$ cat src/rtl/pms_pkg.sv
package pms_pkg;
	// Modulation level field encodings
	localparam logic [1:0] LEVEL_2 = 2'h0;
	localparam logic [1:0] LEVEL_4 = 2'h1;
	localparam logic [1:0] LEVEL_8 = 2'h2;
	localparam logic [1:0] LEVEL_16 = 2'h3;
	// Ramp select field encodings
	localparam logic [1:0] RAMP_OFF = 2'h0;
	localparam logic [1:0] RAMP_P23 = 2'h1;
	localparam logic [1:0] RAMP_P3 = 2'h2;
	localparam logic [1:0] RAMP_SERIAL = 2'h3;
	// Parameter select field encodings
	localparam logic [1:0] PARAM_NONE = 2'h0;
	localparam logic [1:0] PARAM_AMPL = 2'h1;
	localparam logic [1:0] PARAM_FREQ = 2'h2;
	localparam logic [1:0] PARAM_PHASE = 2'h3;
	// Pin configuration encodings
	localparam logic [2:0] PINCFG_000 = 3'h0;
	localparam logic [2:0] PINCFG_011 = 3'h3;
	localparam logic [1:0] PINCFG_X01 = 2'h1;
	// Register addresses
	localparam logic [7:0] ADDR_FREQ0 = 8'h04;
	localparam logic [7:0] ADDR_PHASE0 = 8'h05;
	localparam logic [7:0] ADDR_AMPL0 = 8'h06;
	localparam logic [7:0] ADDR_PROFILE1 = 8'h0a;
	// Sweep end word resolutions
	localparam int FREQ_BITS = 32;
	localparam int PHASE_BITS = 14;
	localparam int AMPL_BITS = 10;
	// Reset values
	localparam logic [3:0] PROFILE_RESET = 4'h0;
	localparam logic [7:0] ADDR_RESET = 8'h04;
	typedef enum logic [1:0] {
		MODE_IDLE = 2'b00,
		MODE_KEYING = 2'b01,
		MODE_SWEEP = 2'b11,
		MODE_BAD = 2'b10
	} pms_mode_type;
endpackage

$ cat src/rtl/pms_pin_sync.sv
`timescale 1ns/1ps
module pms_pin_sync #(
	parameter int WIDTH = 7
) (
	// Clock and reset
	input wire logic clk,
	input wire logic resetn,
	// Pins
	input wire logic [WIDTH-1:0] pin_in,
	output logic [WIDTH-1:0] pin_out
);
	logic [WIDTH-1:0] meta_reg;

	initial begin
		if (WIDTH < 1)
			$error("pms_pin_sync: WIDTH must be at least 1");
	end

	// Two stages so metastability settles before any decode
	always_ff @(posedge clk) begin
		if (!resetn) begin
			meta_reg <= '0;
			pin_out <= '0;
		end else begin
			meta_reg <= pin_in;
			pin_out <= meta_reg;
		end
	end
endmodule

$ cat src/rtl/pms_profile_select.sv
`timescale 1ns/1ps
// Overview of operation
// Level field 00/01/10/11 means 2/4/8/16 levels; keying needs sweep off and a nonzero parameter field.
// Two-level unramped: pin 1 picks profile 0 (0x04) or 1 (0x0A).
// Four-level unramped, config 011: pins 0,1 pick profile; 11 gives 0x0C.
// Eight-level unramped, config x01: pins 0..2 pick profile; 111 gives 0x10.
// Sixteen-level unramped, config x01: pins 0..3 pick; 1110 gives 0x17.
// Ramp 01: two-level only; 000 pin1 mod pin3 ramp; 011 pin0 mod pin2.
// Ramp 10: eight-level only; pins 0..2 select, pin 3 ramps.
// Ramp 11: serial pins 1..3 ramp; 2/4/16 levels; serial port single-bit.
// Four-level serial ramp: 000 pins 2,3 with serial 2; 011 pins 0,1 serial 1.
// Sixteen-level serial ramp, x01: pins 0..3 select; serial 1 ramps; 1101 is 0x16.
// Sweep start from profile 0 register by parameter; end from profile 1.
// End word 32/14/10 bits for frequency/phase/amplitude, MSB-aligned.
// During sweep profile pin 1 starts the sweep and sets its direction.
// Sweep needs enable 1, level 00; parameter 01/10/11 amplitude/frequency/phase.
// Controller enables sync clock and disables auxiliary cores before sweeping.
// Amplitude ramp through 10-bit scaler, controlled from profile or serial pins.
// Ramp pin low requests ramp up, high requests ramp down.
// Parameter field: 00 off, 01 amplitude, 10 frequency, 11 phase.
// Pins sampled on sync clock; new profile applied on the next cycle. Here profile_index changes on the third clk edge after a pin change.
module pms_profile_select (
	// Clock and reset
	input wire logic clk,
	input wire logic resetn,
	// Configuration
	input wire logic [1:0] param_select_field,
	input wire logic [1:0] level_field,
	input wire logic [1:0] amplitude_ramp_field,
	input wire logic [2:0] pin_config_field,
	input wire logic sweep_enable,
	// Pins
	input wire logic profile_pin_0,
	input wire logic profile_pin_1,
	input wire logic profile_pin_2,
	input wire logic profile_pin_3,
	input wire logic serial_pin_1,
	input wire logic serial_pin_2,
	input wire logic serial_pin_3,
	// Profile selection
	output logic [3:0] profile_index,
	output logic [7:0] profile_addr,
	output logic modulation_active,
	output logic config_error,
	output logic serial_single_bit,
	// Sweep control
	output logic sweep_active,
	output logic sweep_up,
	output logic sweep_start,
	output logic [7:0] sweep_start_addr,
	output logic [7:0] sweep_end_addr,
	output logic [5:0] sweep_end_bits,
	// Amplitude ramp control
	output logic ramp_enable,
	output logic ramp_down
);
	logic [6:0] pins_raw;
	logic [6:0] pins;
	logic [3:0] p;
	logic [3:0] idx_next;
	logic ramp_en_next;
	logic ramp_dn_next;
	logic bad_next;
	logic pin1_last_reg;
	pms_pkg::pms_mode_type mode;

	assign pins_raw = {serial_pin_3, serial_pin_2, serial_pin_1,
		profile_pin_3, profile_pin_2, profile_pin_1, profile_pin_0};

	pms_pin_sync #(.WIDTH(7)) u_sync (
		.clk(clk),
		.resetn(resetn),
		.pin_in(pins_raw),
		.pin_out(pins)
	);

	assign p = pins[3:0];

	// Profile register address: 0 at 0x04, then 1..15 from 0x0A upward
	function automatic logic [7:0] addr_of(input logic [3:0] idx);
		if (idx == 4'h0)
			addr_of = pms_pkg::ADDR_FREQ0;
		else
			addr_of = pms_pkg::ADDR_PROFILE1 + {4'h0, idx} - 8'h01;
	endfunction

	function automatic logic cfg_x01(input logic [2:0] c);
		cfg_x01 = (c[1:0] == pms_pkg::PINCFG_X01);
	endfunction

	// Mode from the parameter, level and sweep fields
	always_comb begin
		if (sweep_enable) begin
			if (param_select_field != pms_pkg::PARAM_NONE &&
				level_field == pms_pkg::LEVEL_2)
				mode = pms_pkg::MODE_SWEEP;
			else
				mode = pms_pkg::MODE_BAD;
		end else if (param_select_field == pms_pkg::PARAM_NONE) begin
			mode = pms_pkg::MODE_IDLE;
		end else begin
			mode = pms_pkg::MODE_KEYING;
		end
	end

	// Pin decode; unsupported combinations hold profile 0 and flag an error
	always_comb begin
		idx_next = pms_pkg::PROFILE_RESET;
		ramp_en_next = 1'b0;
		ramp_dn_next = 1'b0;
		bad_next = 1'b0;
		case (amplitude_ramp_field)
			pms_pkg::RAMP_OFF: begin
				case (level_field)
					pms_pkg::LEVEL_2: idx_next = {3'h0, p[1]};
					pms_pkg::LEVEL_4: begin
						if (pin_config_field == pms_pkg::PINCFG_011)
							idx_next = {2'h0, p[1:0]};
						else
							bad_next = 1'b1;
					end
					pms_pkg::LEVEL_8: begin
						if (cfg_x01(pin_config_field))
							idx_next = {1'b0, p[2:0]};
						else
							bad_next = 1'b1;
					end
					default: begin
						if (cfg_x01(pin_config_field))
							idx_next = p;
						else
							bad_next = 1'b1;
					end
				endcase
			end
			pms_pkg::RAMP_P23: begin
				ramp_en_next = 1'b1;
				if (level_field != pms_pkg::LEVEL_2)
					bad_next = 1'b1;
				else if (pin_config_field == pms_pkg::PINCFG_000) begin
					idx_next = {3'h0, p[1]};
					ramp_dn_next = p[3];
				end else if (pin_config_field == pms_pkg::PINCFG_011) begin
					idx_next = {3'h0, p[0]};
					ramp_dn_next = p[2];
				end else
					bad_next = 1'b1;
			end
			pms_pkg::RAMP_P3: begin
				ramp_en_next = 1'b1;
				ramp_dn_next = p[3];
				if (level_field == pms_pkg::LEVEL_8 &&
					cfg_x01(pin_config_field))
					idx_next = {1'b0, p[2:0]};
				else
					bad_next = 1'b1;
			end
			default: begin
				ramp_en_next = 1'b1;
				case (level_field)
					pms_pkg::LEVEL_2: begin
						idx_next = {3'h0, p[1]};
						// Serial 1 is ignored; serial 2 or 3 high requests ramp-down
						ramp_dn_next = pins[5] | pins[6];
					end
					pms_pkg::LEVEL_4: begin
						if (pin_config_field == pms_pkg::PINCFG_000) begin
							idx_next = {2'h0, p[3:2]};
							ramp_dn_next = pins[5];
						end else if (pin_config_field ==
							pms_pkg::PINCFG_011) begin
							idx_next = {2'h0, p[1:0]};
							ramp_dn_next = pins[4];
						end else
							bad_next = 1'b1;
					end
					pms_pkg::LEVEL_16: begin
						if (cfg_x01(pin_config_field)) begin
							idx_next = p;
							ramp_dn_next = pins[4];
						end else
							bad_next = 1'b1;
					end
					default: bad_next = 1'b1;
				endcase
			end
		endcase
		// Sweep overrides keying: only pin 1 matters, level 00 required
		if (mode == pms_pkg::MODE_SWEEP)
			idx_next = {3'h0, p[1]};
		if (mode == pms_pkg::MODE_BAD)
			bad_next = 1'b1;
		// Refused combinations must not leak a pin-chosen profile
		if (bad_next)
			idx_next = pms_pkg::PROFILE_RESET;
	end

	// Selected profile updates one cycle after the synchronised pins
	always_ff @(posedge clk) begin
		if (!resetn) begin
			profile_index <= pms_pkg::PROFILE_RESET;
			profile_addr <= pms_pkg::ADDR_RESET;
			modulation_active <= 1'b0;
			config_error <= 1'b0;
		end else begin
			profile_index <= idx_next;
			profile_addr <= addr_of(idx_next);
			modulation_active <= (mode == pms_pkg::MODE_KEYING) && !bad_next;
			config_error <= bad_next;
		end
	end

	// Amplitude ramp requests via the 10-bit scaler
	always_ff @(posedge clk) begin
		if (!resetn) begin
			ramp_enable <= 1'b0;
			ramp_down <= 1'b0;
			serial_single_bit <= 1'b0;
		end else begin
			ramp_enable <= ramp_en_next && !bad_next;
			ramp_down <= ramp_dn_next;
			serial_single_bit <=
				(amplitude_ramp_field == pms_pkg::RAMP_SERIAL);
		end
	end

	// Sweep: pin 1 rising starts up, falling starts down
	always_ff @(posedge clk) begin
		if (!resetn) begin
			sweep_active <= 1'b0;
			sweep_up <= 1'b0;
			sweep_start <= 1'b0;
			pin1_last_reg <= 1'b0;
			sweep_start_addr <= pms_pkg::ADDR_FREQ0;
			sweep_end_addr <= pms_pkg::ADDR_PROFILE1;
			sweep_end_bits <= 6'(pms_pkg::FREQ_BITS);
		end else begin
			pin1_last_reg <= p[1];
			sweep_active <= (mode == pms_pkg::MODE_SWEEP);
			sweep_up <= p[1];
			sweep_start <= (mode == pms_pkg::MODE_SWEEP) &&
				(p[1] != pin1_last_reg);
			sweep_end_addr <= pms_pkg::ADDR_PROFILE1;
			case (param_select_field)
				pms_pkg::PARAM_AMPL: begin
					sweep_start_addr <= pms_pkg::ADDR_AMPL0;
					sweep_end_bits <= 6'(pms_pkg::AMPL_BITS);
				end
				pms_pkg::PARAM_PHASE: begin
					sweep_start_addr <= pms_pkg::ADDR_PHASE0;
					sweep_end_bits <= 6'(pms_pkg::PHASE_BITS);
				end
				default: begin
					sweep_start_addr <= pms_pkg::ADDR_FREQ0;
					sweep_end_bits <= 6'(pms_pkg::FREQ_BITS);
				end
			endcase
		end
	end
endmodule

$ cat config.mk
export PLATFORM = sky130hd
export DESIGN_NAME = pms_profile_select
export DESIGN_NICKNAME = d
export VERILOG_FILES = /design/src/rtl/pms_pkg.sv /design/src/rtl/pms_pin_sync.sv /design/src/rtl/pms_profile_select.sv
export SDC_FILE = /design/constraint.sdc
export NUM_CORES = 1
export LEC_CHECK = 0
export BUFFER_PORTS_ARGS = -buffer_cell sky130_fd_sc_hd__buf_2
export CAP_MARGIN = 20
export CORE_UTILIZATION = 51
export DETAILED_ROUTE_END_ITERATION = 16
export PLACE_DENSITY = 0.81
export SYNTH_ARGS = -nofsm -noshare
export SYNTH_HDL_FRONTEND = slang
export SYNTH_SLANG_ARGS = --single-unit
$ cat constraint.sdc
create_clock -name clk -period 4.5 [get_ports clk]
set_clock_uncertainty 0.2 [all_clocks]
set_input_delay 0.9 -clock clk [delete_from_list [all_inputs] [get_ports clk]]
set_output_delay 0.9 -clock clk [all_outputs]
set_load 0.01 [all_outputs]
==> results.md <==
- Outcome: completed
- P_sw: 0.000146 W
- Vias per cell: 5.08
- Global route total overflow: 0
- Max VDD drop: 0.193 mV
- Leakage Power: 0.869 nW
- Finished layout cell area: 0.00189 sq mm
- Post-CTS sizing: 0
- Main area contributors after synthesis: dfxtp_1 41%, buf_4 9.6%, and2_1 6.2%
- Power per cell area: 300 mW/mm^2
- ANT nets after route: 0
- # setup viols final: 0
- RSZ-0062 raised after global routing: false
- Yosys cell types: 48
- Synth top area share: 40.6%
- Root buf cell: clkbuf_4
- PortBufs: 41
- Ys async rst share: 0%
- CTS tree: yes
- GP Congestion: 0.953
- Post-CTS setup buffers: 0
- Critical Path AT: 2.54 ns
- Core Box Area: 0.00313 sq mm
- WL/cell: 11.5 um
- Row count: 20
- Period utilization: 55.3%
- Post-Route Setup TNS: 0 ns
- Gate power share: 14.0%
- Largest net degree at the start of global routing: 24
- Total Routing Usage GR: 20.1%
- Final net count: 247
- Hold Fails Final Rpt: 0
- Die Ht: 60.1 um
- Ys Warns: 0
- Worst-path clk slew: 0.09 ns
- DRT Wirelength: 3120 um
- Diodes inserted: 0
- Post-synth EDFFs: 0
- Num ports: 61
- Skew-Pair Late Insertion Delay: 0.33 ns
- DRC: 0
- Max Root-Sink Buffers: 2
- Syn Area/Cell: 8.84 sq um
- Starting density of the core: 55.1%
- Seq pwr share: 57.3%
- Post-synthesis instance area: 0.00172 sq mm
- Area Growth Syn to Fin: 9.65%
- CP max FO: 13
- Crit-path cells: buf_2, or2_1, a221oi_2, o21ai_2, nor3_4, a32oi_1, nor3b_1
- CP Class: in2reg
- Number of H-tree levels: 2
- Clock power share: 28.8%
- Initial antenna violation count: 0
- Flop2flop setup slack: 2.26 ns
- Crit path launch type: primary input
- Die Area: 0.00362 sq mm
- MaxCap Viol Count: 0
- Post-route minimum period: 2.49 ns
- # hold bufs at CTS: 0
- Fin. max-slew vios: 0
- Clk sinks: 35
- Critical Path End Type: flop
- FF+latch count, synth: 35
- DR iter-0 viols: 63
- First-pass iteration count of the detailed router: 6
- Seq/Total Area, Yosys: 40.6%
- CTS buffer count: 5
- Highest clock rate: 0.402 GHz
- Worst EP required: 4.55 ns
- Share of layout cells above drive strength 1: 25.4%
- Post-synth top area cell: dfxtp_1
- Ys flop type: dfxtp_1
- Sw Share: 25.7%
- DP HPWL: 2380 um
- Slowest cell on the critical path: or2_1
- Pint: 0.000421 W
- Global-route wire length before repair: 5400 um
- Max stage delay on crit path: 0.34 ns
- Area of placed instances: 0.00183 sq mm
- Synth Instances: 195
- Number of global-route vias before repair: 1224
- Via count: 1383
- Die width: 60.1 um
- Worst Hold Class: reg2reg
## routing by layer
metal | track usage, % | vias to the layer above | part of all wire, %
li1 | - | 687 | -
met1 | 23.3 | 623 | 42
met2 | 32.2 | 62 | 49
met3 | 5.84 | 11 | 6.9
met4 | 12.6 | 0 | 2.4
met5 | 0 | - | 0
## cell families (layout without fill, tap and decap cells)
group | Yosys count | in the layout | synth area share [%]
DFF | 35 | 35 | 40.6
buffers and inverters | 38 | 54 | 13.7
other | 2 | 19 | 0.436
AOI/OAI and AO/OA | 30 | 30 | 14.0
xor gates and xnor gates | 4 | 4 | 2.03
muxes | 1 | 1 | 0.581
and+or+nand+nor | 85 | 85 | 28.6
## area by class of cell
| type | count | area [sq um] |
|---|---|---|
| multi-input cells | 139 | 851 |
| fillers | 292 | 1240 |
| well taps | 44 | 55.1 |
| repair buffers | 41 | 205 |
| clock buffers | 6 | 51.3 |
| inverters | 6 | 22.5 |
| clock inverters | 1 | 5.00 |
| flip-flops and latches | 35 | 701 |
## cell usage in the layout (no fill, tap or decap), types with 3 or more instances in the layout
cell type,instances
nor2_1,17
dfxtp_1,35
and2_1,17
inv_1,6
buf_2,41
and3_1,4
nand3_1,4
o21ai_0,6
nand2_1,13
conb_1,19
nand2b_1,3
a211oi_1,3
nand4_1,3
clkbuf_4,5
nor3b_1,3
a21oi_1,3
nor3_1,5
## worst max-delay path, delay by kind of cell
| family | cells | cell delay, ns |
|---|---|---|
| and+or+nand+nor | 3 | 0.84 |
| AOI/OAI and AO/OA | 3 | 0.64 |
| buffers and inverters | 1 | 0.18 |
## path summary, 6_finish.rpt
path	from	to	cells past startpoint
setup / recovery	level_field[0]	profile_addr[3]$_SDFF_PP0_	7
hold / removal	u_sync.meta_reg[5]$_SDFF_PN0_	u_sync.pin_out[5]$_SDFF_PN0_	1
setup reg to reg	u_sync.pin_out[1]$_SDFF_PN0_	profile_addr[3]$_SDFF_PP0_	6
hold reg to reg	u_sync.meta_reg[5]$_SDFF_PN0_	u_sync.pin_out[5]$_SDFF_PN0_	1
## stage by stage
stage | util, % | setup WS (ns) | hold WS, ns | std cells | total power [W]
finish | 60.4 | 2.01 | 0.239 | 272 | 0.000567
global route | 60.4 | 1.88 | 0.255 | 272 | 0.000599
CTS | 60.4 | 2.04 | 0.244 | 272 | 0.000572
detailed placement | 58.6 | 1.68 | 0.220 | 265 | 0.000410
global placement | 58.6 | 1.71 | 0.213 | 265 | 0.000409
floorplan | - | 1.91 | 0.212 | 212 | 0.000401
## power groups by stage
stage | sequential (W) | clock (W) | combinational [W]
CTS | 0.000325 | 0.000168 | 0.0000787
global route | 0.000326 | 0.000184 | 0.0000885
global placement | 0.000332 | 0 | 0.0000778
finish | 0.000325 | 0.000163 | 0.0000792
detailed placement | 0.000332 | 0 | 0.0000784
floorplan | 0.000334 | 0 | 0.0000675
## synthesized netlist by cell type (3+ instances only)
cell / n
nand3_1: 4
inv_1: 6
nor3_1: 5
buf_4: 22
o21ai_0: 6
a211oi_1: 3
buf_2: 3
nor2_1: 17
nand2b_1: 3
a21oi_1: 3
nor3b_1: 3
clkbuf_1: 5
nand4_1: 3
and2_1: 17
dfxtp_1: 35
nand2_1: 13
and3_1: 4
(Power assumes the default switching activity.)
